<file path="src/tes_pkg.sv">
/*
 Constants and types for the transmit envelope and symbol encoder.
 Assumes a 100 MHz mclk and byte-wide registers on a plain address port.
*/
package tes_pkg;
   // ****************************************
   // Register offsets, fields, reset values
   // ****************************************
   localparam logic [7:0] OFS_MOD = 8'h4b;
   localparam logic [7:0] OFS_FREQ = 8'h4c;
   localparam logic [7:0] OFS_S0H = 8'h4d;
   localparam logic [7:0] OFS_S0L = 8'h4e;
   localparam logic [7:0] OFS_S1H = 8'h4f;
   localparam logic [7:0] OFS_S1L = 8'h50;
   localparam logic [7:0] OFS_S2 = 8'h51;
   localparam logic [7:0] REG_RST = 8'h00;
   localparam int MOD_FSTEP = 7;
   localparam int MOD_MILLER = 6;
   localparam int MOD_PULSE = 4;
   localparam int MOD_INV = 3;
   localparam int MOD_ENV = 0;
   localparam int FRQ_HI_SC = 7;
   localparam int FRQ_HI_BR = 4;
   localparam int FRQ_LO_SC = 3;
   localparam int FRQ_LO_BR = 0;
   // ****************************************
   // Codes
   // ****************************************
   localparam logic [1:0] PULSE_NONE = 2'h0;
   localparam logic [1:0] PULSE_START = 2'h1;
   localparam logic [1:0] PULSE_HALF = 2'h2;
   localparam logic [1:0] PULSE_Q3 = 2'h3;
   localparam logic [2:0] ENV_DIRECT = 3'h0;
   localparam logic [2:0] ENV_MANCH = 3'h1;
   localparam logic [2:0] ENV_MANCH_SC = 3'h2;
   localparam logic [2:0] ENV_BPSK = 3'h3;
   localparam logic [2:0] ENV_RZ_LATE = 3'h4;
   localparam logic [2:0] ENV_RZ_EARLY = 3'h5;
   localparam logic [2:0] RATE_26K = 3'h2;
   localparam logic [2:0] RATE_53K = 3'h3;
   localparam logic [2:0] RATE_106K = 3'h4;
   localparam logic [2:0] RATE_212K = 3'h5;
   localparam logic [2:0] RATE_424K = 3'h6;
   localparam logic [2:0] RATE_848K = 3'h7;
   localparam logic [3:0] BYTE_TOP = 4'h7;
   localparam logic [3:0] SYM2_TOP = 4'h7;
   // ****************************************
   // Timing, frequencies in kHz
   // ****************************************
   localparam int CLK_KHZ = 100000;
   localparam int F26 = 26;
   localparam int F53 = 53;
   localparam int F106 = 106;
   localparam int F212 = 212;
   localparam int F424 = 424;
   localparam int F848 = 848;
   localparam logic [11:0] CYC_26K = 12'(CLK_KHZ / F26);
   localparam logic [11:0] CYC_53K = 12'(CLK_KHZ / F53);
   localparam logic [11:0] CYC_106K = 12'(CLK_KHZ / F106);
   localparam logic [11:0] CYC_212K = 12'(CLK_KHZ / F212);
   localparam logic [11:0] CYC_424K = 12'(CLK_KHZ / F424);
   localparam logic [11:0] CYC_848K = 12'(CLK_KHZ / F848);
   localparam logic [11:0] CYC_SC424 = 12'(CLK_KHZ / (2 * F424));
   localparam logic [11:0] CYC_SC848 = 12'(CLK_KHZ / (2 * F848));
   // ****************************************
   // Types
   // ****************************************
   typedef enum logic [4:0] {
      ST_IDLE = 5'h01,
      ST_SOF = 5'h02,
      ST_DATA = 5'h04,
      ST_EOF = 5'h08,
      ST_GAP = 5'h10
   } tes_state_t;
   typedef struct packed {
      logic [7:0] modCtrl;
      logic [7:0] symFreq;
      logic [7:0] symZeroUpperByte;
      logic [7:0] symZeroLowerByte;
      logic [7:0] symOneUpperByte;
      logic [7:0] symOneLowerByte;
      logic [7:0] symTwoPatternByte;
   } tes_regs_t;
   typedef struct packed {
      logic frameStep;
      logic dataMillerEnable;
      logic [1:0] dataPulseSelect;
      logic dataEnvelopeInvert;
      logic [2:0] dataEnvelopeSelect;
      logic symHiPairSubcarrierSel;
      logic [2:0] symHiPairBitrateSel;
      logic symLoPairSubcarrierSel;
      logic [2:0] symLoPairBitrateSel;
      logic [15:0] sym0;
      logic [15:0] sym1;
      logic [7:0] sym2;
      logic [3:0] symZeroLen;
      logic [3:0] symOneLen;
   } tes_cfg_t;
   typedef struct packed {
      tes_state_t state;
      tes_regs_t regs;
      tes_cfg_t cfg;
      logic [7:0] shift;
      logic [3:0] bitIdx;
      logic [11:0] cyc;
      logic prevBit;
      logic [11:0] sc;
      logic scPh;
      logic env;
      logic active;
      logic [7:0] rdData;
   } tes_st_t;
endpackage : tes_pkg

</file>
<file path="src/tes_encoder.sv">
/*
 Transmit encoder: data FIFO, frame sequencer, envelope and symbol output.
 Assumes synchronous inputs on mclk and symbol lengths from outside.
*/
`timescale 1ns/100ps
// How it works
// Frame step: each byte framed separately
// Frame step: internal retrigger before next byte
// Otherwise stream all bytes, frame once
// Miller enable applies modified Miller pulses
// Pulse select picks pulse position
// Software pairs Miller with pulse start
// Invert bit inverts data envelope
// Envelope select shapes pseudo bit stream
// Envelope codes direct, Manchester, BPSK, RZ
// Symbol two subcarrier 424 or 848
// Symbol two bit rate 26..848 kHz
// Symbol zero/one subcarrier 424 or 848
// Symbol zero/one bit rate same coding
// Symbol zero pattern from two bytes
// Symbol one pattern from two bytes
// Lower address holds upper pattern byte
// Only length-setting pattern bits are sent; symbol two always goes out whole
// Settings sampled at transmission start

// ****************************************
// Data FIFO
// ****************************************
module tes_fifo #(
   parameter int W = 8,
   parameter int D = 16
) (
   // Clock and reset
   input wire logic mclk,
   input wire logic srst,
   // Fill side
   input wire logic inValid,
   input wire logic [W-1:0] inData,
   output logic inReady,
   // Drain side
   output logic outValid,
   output logic [W-1:0] outData,
   input wire logic outReady
);
   // Pointers wrap naturally, so D must be a power of two
   localparam int AW = $clog2(D);
   typedef struct packed {
      logic [D-1:0][W-1:0] mem;
      logic [AW-1:0] rdPtr;
      logic [AW-1:0] wrPtr;
      logic [AW:0] count;
   } tes_fifo_st_t;
   tes_fifo_st_t st_ff;
   tes_fifo_st_t nxt_st;
   logic push;
   logic pop;

   assign inReady = st_ff.count != (AW+1)'(D);
   assign outValid = st_ff.count != '0;
   assign outData = st_ff.mem[st_ff.rdPtr];
   assign push = inValid && inReady;
   assign pop = outValid && outReady;

   always_comb begin
      nxt_st = st_ff;
      if (push) begin
         nxt_st.mem[st_ff.wrPtr] = inData;
         nxt_st.wrPtr = st_ff.wrPtr + 1'b1;
      end
      if (pop) begin
         nxt_st.rdPtr = st_ff.rdPtr + 1'b1;
      end
      nxt_st.count = st_ff.count + (AW+1)'(push) - (AW+1)'(pop);
   end

   always_ff @(posedge mclk) begin
      if (srst) begin
         st_ff <= '0;
      end else begin
         st_ff <= nxt_st;
      end
   end
endmodule : tes_fifo

// ****************************************
// Encoder top
// ****************************************
module tes_encoder import tes_pkg::*; #(
   parameter logic [11:0] BIT_CYCLES = 12'h3af,
   parameter int FIFO_DEPTH = 16
) (
   // Clock and reset
   input wire logic mclk,
   input wire logic srst,
   // Register port
   input wire logic [7:0] regAddr,
   input wire logic regWr,
   input wire logic [7:0] regWrData,
   input wire logic regRd,
   output logic [7:0] regRdData,
   // Symbol lengths held elsewhere
   input wire logic [3:0] symZeroLength,
   input wire logic [3:0] symOneLength,
   // Transmit data bytes
   input wire logic dataValid,
   input wire logic [7:0] dataByte,
   output logic dataReady,
   // Trigger and transmitter
   input wire logic txStart,
   output logic txEnvelope,
   output logic txActive
);
   tes_st_t s_ff;
   tes_st_t nxt_s;
   logic fifoValid;
   logic fifoPop;
   logic [7:0] fifoData;
   logic [11:0] bitLen;
   logic [11:0] scHalf;
   logic [11:0] q1;
   logic [11:0] q2;
   logic [11:0] q3;
   logic [11:0] pStart;
   logic [1:0] pulsePos;
   logic bitDone;
   logic curBit;
   logic h1;
   logic pulseOn;
   logic envData;
   logic symBit;

   function automatic logic [11:0] rate_cycles(input logic [2:0] code);
      case (code)
         RATE_26K: rate_cycles = CYC_26K;
         RATE_53K: rate_cycles = CYC_53K;
         RATE_106K: rate_cycles = CYC_106K;
         RATE_212K: rate_cycles = CYC_212K;
         RATE_424K: rate_cycles = CYC_424K;
         RATE_848K: rate_cycles = CYC_848K;
         // Reserved codes fall back to a safe middle rate
         default: rate_cycles = CYC_106K;
      endcase
   endfunction : rate_cycles

   function automatic logic [11:0] sc_half(input logic sel);
      sc_half = sel ? CYC_SC848 : CYC_SC424;
   endfunction : sc_half

   tes_fifo #(.W(8), .D(FIFO_DEPTH)) u_fifo (
      .mclk(mclk),
      .srst(srst),
      .inValid(dataValid),
      .inData(dataByte),
      .inReady(dataReady),
      .outValid(fifoValid),
      .outData(fifoData),
      .outReady(fifoPop)
   );

   assign regRdData = s_ff.rdData;
   assign txEnvelope = s_ff.env;
   assign txActive = s_ff.active;

   // ****************************************
   // Bit timing and envelope shaping
   // ****************************************
   always_comb begin
      unique case (s_ff.state)
         ST_DATA: begin
            bitLen = BIT_CYCLES;
            scHalf = sc_half(s_ff.cfg.symLoPairSubcarrierSel);
         end
         ST_GAP: begin
            bitLen = rate_cycles(s_ff.cfg.symHiPairBitrateSel);
            scHalf = sc_half(s_ff.cfg.symHiPairSubcarrierSel);
         end
         default: begin
            bitLen = rate_cycles(s_ff.cfg.symLoPairBitrateSel);
            scHalf = sc_half(s_ff.cfg.symLoPairSubcarrierSel);
         end
      endcase
      bitDone = s_ff.cyc == bitLen - 12'h001;
      q1 = bitLen >> 2;
      q2 = bitLen >> 1;
      q3 = q1 + q2;
      h1 = s_ff.cyc < q2;
      curBit = s_ff.shift[0];
      // Sym2 goes out whole: its length setting is not held here
      if (s_ff.state == ST_SOF) begin
         symBit = s_ff.cfg.sym0[s_ff.bitIdx];
      end else if (s_ff.state == ST_EOF) begin
         symBit = s_ff.cfg.sym1[s_ff.bitIdx];
      end else begin
         symBit = s_ff.cfg.sym2[s_ff.bitIdx[2:0]];
      end
      // Miller: one pulses mid bit, zero at start unless after a one
      if (s_ff.cfg.dataMillerEnable) begin
         pulsePos = curBit ? PULSE_HALF : PULSE_START;
      end else begin
         pulsePos = s_ff.cfg.dataPulseSelect;
      end
      unique case (pulsePos)
         PULSE_HALF: pStart = q2;
         PULSE_Q3: pStart = q3;
         default: pStart = '0;
      endcase
      pulseOn = s_ff.cyc >= pStart && s_ff.cyc < pStart + q1;
      if (s_ff.cfg.dataMillerEnable) begin
         pulseOn = pulseOn && (curBit || !s_ff.prevBit);
      end else begin
         pulseOn = pulseOn && curBit;
      end
      case (s_ff.cfg.dataEnvelopeSelect)
         ENV_DIRECT: envData = curBit;
         ENV_MANCH: envData = h1 ? curBit : !curBit;
         ENV_MANCH_SC: envData = (h1 ? curBit : !curBit) && s_ff.scPh;
         ENV_BPSK: envData = curBit ^ s_ff.scPh;
         ENV_RZ_LATE: envData = curBit && !h1;
         ENV_RZ_EARLY: envData = curBit && h1;
         default: envData = 1'b0;
      endcase
      // Carrier drops for the length of each pulse
      if (s_ff.cfg.dataPulseSelect != PULSE_NONE) begin
         envData = !pulseOn;
      end
      envData = envData ^ s_ff.cfg.dataEnvelopeInvert;
   end

   // ****************************************
   // Registers and frame sequencer
   // ****************************************
   always_comb begin
      nxt_s = s_ff;
      fifoPop = 1'b0;
      if (regWr) begin
         case (regAddr)
            OFS_MOD: nxt_s.regs.modCtrl = regWrData;
            OFS_FREQ: nxt_s.regs.symFreq = regWrData;
            OFS_S0H: nxt_s.regs.symZeroUpperByte = regWrData;
            OFS_S0L: nxt_s.regs.symZeroLowerByte = regWrData;
            OFS_S1H: nxt_s.regs.symOneUpperByte = regWrData;
            OFS_S1L: nxt_s.regs.symOneLowerByte = regWrData;
            OFS_S2: nxt_s.regs.symTwoPatternByte = regWrData;
            default: ;
         endcase
      end
      if (regRd) begin
         case (regAddr)
            OFS_MOD: nxt_s.rdData = s_ff.regs.modCtrl;
            OFS_FREQ: nxt_s.rdData = s_ff.regs.symFreq;
            OFS_S0H: nxt_s.rdData = s_ff.regs.symZeroUpperByte;
            OFS_S0L: nxt_s.rdData = s_ff.regs.symZeroLowerByte;
            OFS_S1H: nxt_s.rdData = s_ff.regs.symOneUpperByte;
            OFS_S1L: nxt_s.rdData = s_ff.regs.symOneLowerByte;
            OFS_S2: nxt_s.rdData = s_ff.regs.symTwoPatternByte;
            default: nxt_s.rdData = 8'h00;
         endcase
      end
      // Subcarrier divider, free running while a frame is out
      if (s_ff.sc >= scHalf - 12'h001) begin
         nxt_s.sc = '0;
         nxt_s.scPh = !s_ff.scPh;
      end else begin
         nxt_s.sc = s_ff.sc + 12'h001;
      end
      nxt_s.cyc = bitDone ? 12'h000 : s_ff.cyc + 12'h001;
      unique case (s_ff.state)
         ST_IDLE: begin
            nxt_s.sc = '0;
            nxt_s.scPh = 1'b0;
            nxt_s.cyc = '0;
            // A trigger with nothing queued is ignored
            if (txStart && fifoValid) begin
               nxt_s.state = ST_SOF;
               nxt_s.active = 1'b1;
               nxt_s.bitIdx = symZeroLength;
               nxt_s.cfg.frameStep = s_ff.regs.modCtrl[MOD_FSTEP];
               nxt_s.cfg.dataMillerEnable = s_ff.regs.modCtrl[MOD_MILLER];
               nxt_s.cfg.dataPulseSelect =
                  s_ff.regs.modCtrl[MOD_PULSE +: 2];
               nxt_s.cfg.dataEnvelopeInvert = s_ff.regs.modCtrl[MOD_INV];
               nxt_s.cfg.dataEnvelopeSelect =
                  s_ff.regs.modCtrl[MOD_ENV +: 3];
               nxt_s.cfg.symHiPairSubcarrierSel =
                  s_ff.regs.symFreq[FRQ_HI_SC];
               nxt_s.cfg.symHiPairBitrateSel =
                  s_ff.regs.symFreq[FRQ_HI_BR +: 3];
               nxt_s.cfg.symLoPairSubcarrierSel =
                  s_ff.regs.symFreq[FRQ_LO_SC];
               nxt_s.cfg.symLoPairBitrateSel =
                  s_ff.regs.symFreq[FRQ_LO_BR +: 3];
               nxt_s.cfg.sym0 = {s_ff.regs.symZeroUpperByte,
                  s_ff.regs.symZeroLowerByte};
               nxt_s.cfg.sym1 = {s_ff.regs.symOneUpperByte,
                  s_ff.regs.symOneLowerByte};
               nxt_s.cfg.sym2 = s_ff.regs.symTwoPatternByte;
               nxt_s.cfg.symZeroLen = symZeroLength;
               nxt_s.cfg.symOneLen = symOneLength;
            end
         end
         ST_SOF: begin
            if (bitDone) begin
               if (s_ff.bitIdx == 4'h0) begin
                  fifoPop = 1'b1;
                  nxt_s.state = ST_DATA;
                  nxt_s.shift = fifoData;
                  nxt_s.bitIdx = BYTE_TOP;
                  nxt_s.prevBit = 1'b0;
               end else begin
                  nxt_s.bitIdx = s_ff.bitIdx - 4'h1;
               end
            end
         end
         ST_DATA: begin
            if (bitDone) begin
               nxt_s.prevBit = curBit;
               if (s_ff.bitIdx != 4'h0) begin
                  nxt_s.shift = s_ff.shift >> 1;
                  nxt_s.bitIdx = s_ff.bitIdx - 4'h1;
               end else if (!s_ff.cfg.frameStep && fifoValid) begin
                  fifoPop = 1'b1;
                  nxt_s.shift = fifoData;
                  nxt_s.bitIdx = BYTE_TOP;
               end else begin
                  nxt_s.state = ST_EOF;
                  nxt_s.bitIdx = s_ff.cfg.symOneLen;
               end
            end
         end
         ST_EOF: begin
            if (bitDone && s_ff.bitIdx == 4'h0) begin
               if (s_ff.cfg.frameStep && fifoValid) begin
                  nxt_s.state = ST_GAP;
                  nxt_s.bitIdx = SYM2_TOP;
               end else begin
                  nxt_s.state = ST_IDLE;
                  nxt_s.active = 1'b0;
               end
            end else if (bitDone) begin
               nxt_s.bitIdx = s_ff.bitIdx - 4'h1;
            end
         end
         ST_GAP: begin
            // Internal retrigger once the pause symbol is out
            if (bitDone && s_ff.bitIdx == 4'h0) begin
               nxt_s.state = ST_SOF;
               nxt_s.bitIdx = s_ff.cfg.symZeroLen;
            end else if (bitDone) begin
               nxt_s.bitIdx = s_ff.bitIdx - 4'h1;
            end
         end
         default: begin
            nxt_s.state = ST_IDLE;
            nxt_s.active = 1'b0;
         end
      endcase
      // Symbols key the subcarrier; data uses its shaped envelope
      if (s_ff.state == ST_DATA) begin
         nxt_s.env = envData;
      end else if (s_ff.state == ST_IDLE) begin
         nxt_s.env = 1'b0;
      end else begin
         nxt_s.env = symBit && s_ff.scPh;
      end
   end

   always_ff @(posedge mclk) begin
      if (srst) begin
         s_ff <= '0;
         s_ff.state <= ST_IDLE;
      end else begin
         s_ff <= nxt_s;
      end
   end
endmodule : tes_encoder

</file>
<file path="config.mk">
export PLATFORM = sky130hd
export DESIGN_NAME = tes_encoder
export DESIGN_NICKNAME = d
export VERILOG_FILES = /design/src/tes_pkg.sv /design/src/tes_encoder.sv
export SDC_FILE = /design/constraint.sdc
export NUM_CORES = 1
export LEC_CHECK = 0
export BUFFER_PORTS_ARGS = -buffer_cell sky130_fd_sc_hd__buf_2
export CORE_MARGIN = 1.5
export CORE_UTILIZATION = 45
export CTS_BUF_LIST = sky130_fd_sc_hd__clkbuf_8 sky130_fd_sc_hd__clkbuf_16
export CTS_CLUSTER_SIZE = 10
export DETAILED_ROUTE_END_ITERATION = 10
export PLACE_DENSITY_LB_ADDON = 0.12
export SLEW_MARGIN = 40
export SYNTH_ARGS = -nofsm -noshare
export SYNTH_HDL_FRONTEND = slang
export SYNTH_HIERARCHICAL = 1
export SYNTH_SLANG_ARGS = --single-unit
</file>
<file path="constraint.sdc">
create_clock -name mclk -period 6.75 [get_ports mclk]
set_clock_uncertainty 0.15 [all_clocks]
set_input_delay 1.35 -clock mclk [delete_from_list [all_inputs] [get_ports mclk]]
set_output_delay 1.35 -clock mclk [all_outputs]
set_load 0.005 [all_outputs]
</file>
==> parameters.txt <==
Parameter                              Value

Timing
  Clock period minus worst slack ... 6.20 ns
  Summed negative setup slack over all endpoints ... 0 ns
  Tightest hold margin ... 0.302 ns
  Worst slew pin tran ... 0.851 ns
  Setup repair after global routing missed its margin ... no
  Headroom to the max-slew limit ... 43.1%
  Fmax ... 161 MHz
  Count of final max-slew check failures ... 0
  Setup-violating endpoint count in the final report ... 0
  Fin crit share ... 91.9%
  Number of endpoints with negative hold slack in the final report ... 0

Routing
  Detailed Route Iter0 Violations ... 970
  Antenna viol nets, final ... 0
  Vias per std cell ... 5.57
  Total wire length ... 42900 um
  Average wire length per cell after detail routing ... 18.8 um
  Count of TritonRoute iterations in the first routing pass ... 7
  Routed via count ... 12.7k
  Post-route DRC violation count ... 0

Critical path
  Worst R2R Path Depth ... 27
  Critical path required time ... 7.05 ns
  Worst R2R Setup Slack ... 0.55 ns
  Category of the critical setup timing path ... flip-flop to flip-flop
  Critical path arrival ... 6.50 ns
  Reg-to-Reg End ... txEnvelope
  CP endpoint kind ... flip-flop
  CP max FO ... 9
  Kind of start point of the critical path ... flip-flop
  Launching point of the worst reg2reg path ... s_ff[169]

Logic synthesis
  Area fraction in compound gates after synthesis ... 10.7%
  Synth warn ... 6
  Synth cell types ... 76
  Post-synthesis cell area ... 16600 um2
  Multiplexer area fraction after synthesis ... 18.4%
  Sequential area share after synthesis ... 37.9%
  Area share of fa/ha/maj cells after synthesis ... 7.07%
  #FFs+latches synth ... 314
  Synth Area in XOR/XNOR ... 3.32%
  Number of enable-type register cells in the synthesized netlist ... 0
  Asr flop ratio synth ... 0%
  Post-Synth Simple-Gate Area ... 18.1%
  Combinational family with the most area after synthesis ... multiplexers
  Most frequently used flop master after synthesis ... sky130_fd_sc_hd__dfxtp_1
  Mean instance size in the synthesized netlist ... 9.18 um2
  Gate count of the mapped netlist ... 1809

GRT
  Vias in the first global route ... 12.1k
  Overall overflow remaining after global route ... 0
  Maximum number of pins on one net before global-route repair ... 166
  Number of antenna violations at the first check in global routing ... 0
  Total track usage ... 22.6%
  First-pass GRT wire length ... 68200 um

Floorplan
  Placeable core area ... 36400 um2
  Initial Utilization ... 45.6%
  Die X ... 195 um
  Cell row count ... 70
  Vertical die dimension ... 195 um
  I/O Pins ... 49
  Die Footprint ... 38100 um2

Clocking
  Worst-Skew Late Latency ... 0.56 ns
  CTS max path bufs ... 3
  Number of clock buffers inserted by TritonCTS ... 38
  Post-cts hold buffer count ... 0
  CTS tree ... built
  Clock sinks ... 314
  Reg clk slew, reported paths ... 0.05 ns
  Root buffer cell ... sky130_fd_sc_hd__clkbuf_16
  Number of levels in the clock H-tree ... 2

Placement
  Hpwl dp ... 29200 um
  Port-buffer cells ... 48
  Final GP Congestion ... 0.853

Finish
  Commonest non-fill, non-tap cell in the layout ... sky130_fd_sc_hd__dfxtp_1
  Layout overhead on the synthesized area ... 10.1%
  Number of diodes added for antenna fixing ... 0
  Commonest non-fill, non-tap cells in the layout ... sky130_fd_sc_hd__dfxtp_1, sky130_fd_sc_hd__nand2_1, sky130_fd_sc_hd__nor2_1, sky130_fd_sc_hd__mux2i_1, sky130_fd_sc_hd__a21oi_1
  Fill cells ... 3501
  # nets final ... 1939
  Share of layout cells above drive strength 1 ... 12.1%

Power
  Power, Total ... 4710 uW
  Leakage power of the design ... 0.00690 uW
  Power per standard cell area ... 258 nW/um2
  VDD IR max ... 0.184 mV

Hold path
  Worst hold path class ... flip-flop to flip-flop
  Startpoint of the most critical hold path ... s_ff[91]
  Endpoint of the worst hold path ... s_ff[91]
  Number of cells on the worst hold path ... 2

Flow run
  Max-cap violations ... 0

Run status
  Status ... finished clean
==> state kept, by name (all words and copies together), names as in the netlist <==
signal,count
curBit,1
txActive,1
u_fifo/st_ff,141
txEnvelope,1
s_ff,162
regRdData,8
==> worst max path at each step <==
stage               from    endpoint  slack [ns]  cells past startpoint
6_report       s_ff[169]  txEnvelope        0.55                     27
5_1_grt        s_ff[169]  txEnvelope        0.03                     27
4_1_cts        s_ff[168]  txEnvelope        0.26                     25
3_5_place_dp   s_ff[169]  txEnvelope        0.31                     28
3_3_place_gp   s_ff[168]  txEnvelope        0.47                     25
2_1_floorplan  s_ff[169]  txEnvelope        0.97                     28
==> synthesized netlist by cell type (all sizes together) (15+ instances only) <==
library cell / n / area share [%]
nor2b: 26 / 0.98
clkbuf: 76 / 1.7
mux4: 52 / 7.1
dfxtp: 314 / 38
buf: 40 / 1.5
a21oi: 134 / 4.0
xnor2: 40 / 2.1
nor3: 19 / 0.91
nand3: 37 / 1.1
ha: 89 / 6.7
inv: 55 / 1.2
a22oi: 34 / 1.6
o21ai: 37 / 1.2
mux2i: 181 / 11
xor2: 23 / 1.2
nand2: 236 / 5.4
nor2: 236 / 5.4
a21o: 15 / 0.68
==> cell type report <==
cell class	count	area, um2	area share, %
clock buffers	39	965	5.28
clock inverters	8	87.6	0.479
inverters	55	206	1.13
multi-input cells	1327	9660	52.8
flip-flops and latches	314	6290	34.4
well taps	468	586	3.20
repair buffers	73	483	2.64
==> worst max-delay path, cell delays in order, from the launching register on <==
cell	delay [ns]
sky130_fd_sc_hd__dfxtp_1	0.42
sky130_fd_sc_hd__or4_1	0.60
sky130_fd_sc_hd__nor2_2	0.14
sky130_fd_sc_hd__buf_4	0.18
sky130_fd_sc_hd__o2bb2ai_1	0.33
sky130_fd_sc_hd__inv_1	0.24
sky130_fd_sc_hd__ha_1	0.38
sky130_fd_sc_hd__a21oi_1	0.23
sky130_fd_sc_hd__nor2b_1	0.08
sky130_fd_sc_hd__o21a_1	0.18
sky130_fd_sc_hd__nor2_1	0.11
sky130_fd_sc_hd__xnor2_1	0.08
sky130_fd_sc_hd__a22oi_1	0.19
sky130_fd_sc_hd__inv_1	0.07
sky130_fd_sc_hd__ha_1	0.33
sky130_fd_sc_hd__a21oi_1	0.16
sky130_fd_sc_hd__o21ai_0	0.19
sky130_fd_sc_hd__a21o_1	0.22
sky130_fd_sc_hd__a21o_1	0.19
sky130_fd_sc_hd__a21oi_1	0.14
sky130_fd_sc_hd__nor2_1	0.06
sky130_fd_sc_hd__xor2_1	0.16
sky130_fd_sc_hd__ha_1	0.30
sky130_fd_sc_hd__nand4_1	0.09
sky130_fd_sc_hd__or3_1	0.38
sky130_fd_sc_hd__a31oi_1	0.21
sky130_fd_sc_hd__xnor2_1	0.08
sky130_fd_sc_hd__o32ai_1	0.21
==> metrics by stage <==
step	utilization (%)	setup WS [ns]	instance area (um2)	cells
after floorplan	-	0.965	16600	1812
final	50.2	0.546	18300	2284
after CTS	50.0	0.265	18200	2282
after detailed placement	47.1	0.310	17200	2235
after global routing	50.2	0.0264	18300	2284
after global placement	46.9	0.469	17100	2230
==> power by group <==
part           switching (uW)  internal (uW)  total, uW
Combinational             576            289        865
Clock                     774           1050       1830
Sequential               98.2           1920       2020
Total                    1450           3270       4710
==> kinds of logic after synthesis <==
kind of cell | after synthesis
and+or+nand+nor | 642
DFF | 314
other | 1
AOI/OAI and AO/OA | 286
muxes | 240
buffers and inverters | 171
adders and majority gates | 92
xor gates and xnor gates | 63
==> metal layers <==
layer  GRT usage (%)  wire length (um)  vias up
met4            6.43               838        0
met2            33.7             18900      254
met5               0                 0        -
met3            4.34              2110       57
li1                -                 -     6301
met1            33.0             21000     6114
==> timing repair <==
| item | in CTS | in global routing |
|---|---|---|
| hold endpoints to repair | 0 | 0 |
| resized for setup | 0 | 11 |
| setup endpoints to repair | 0 | 2 |
| setup buffers | 0 | 0 |
(Power assumes the default switching activity.)
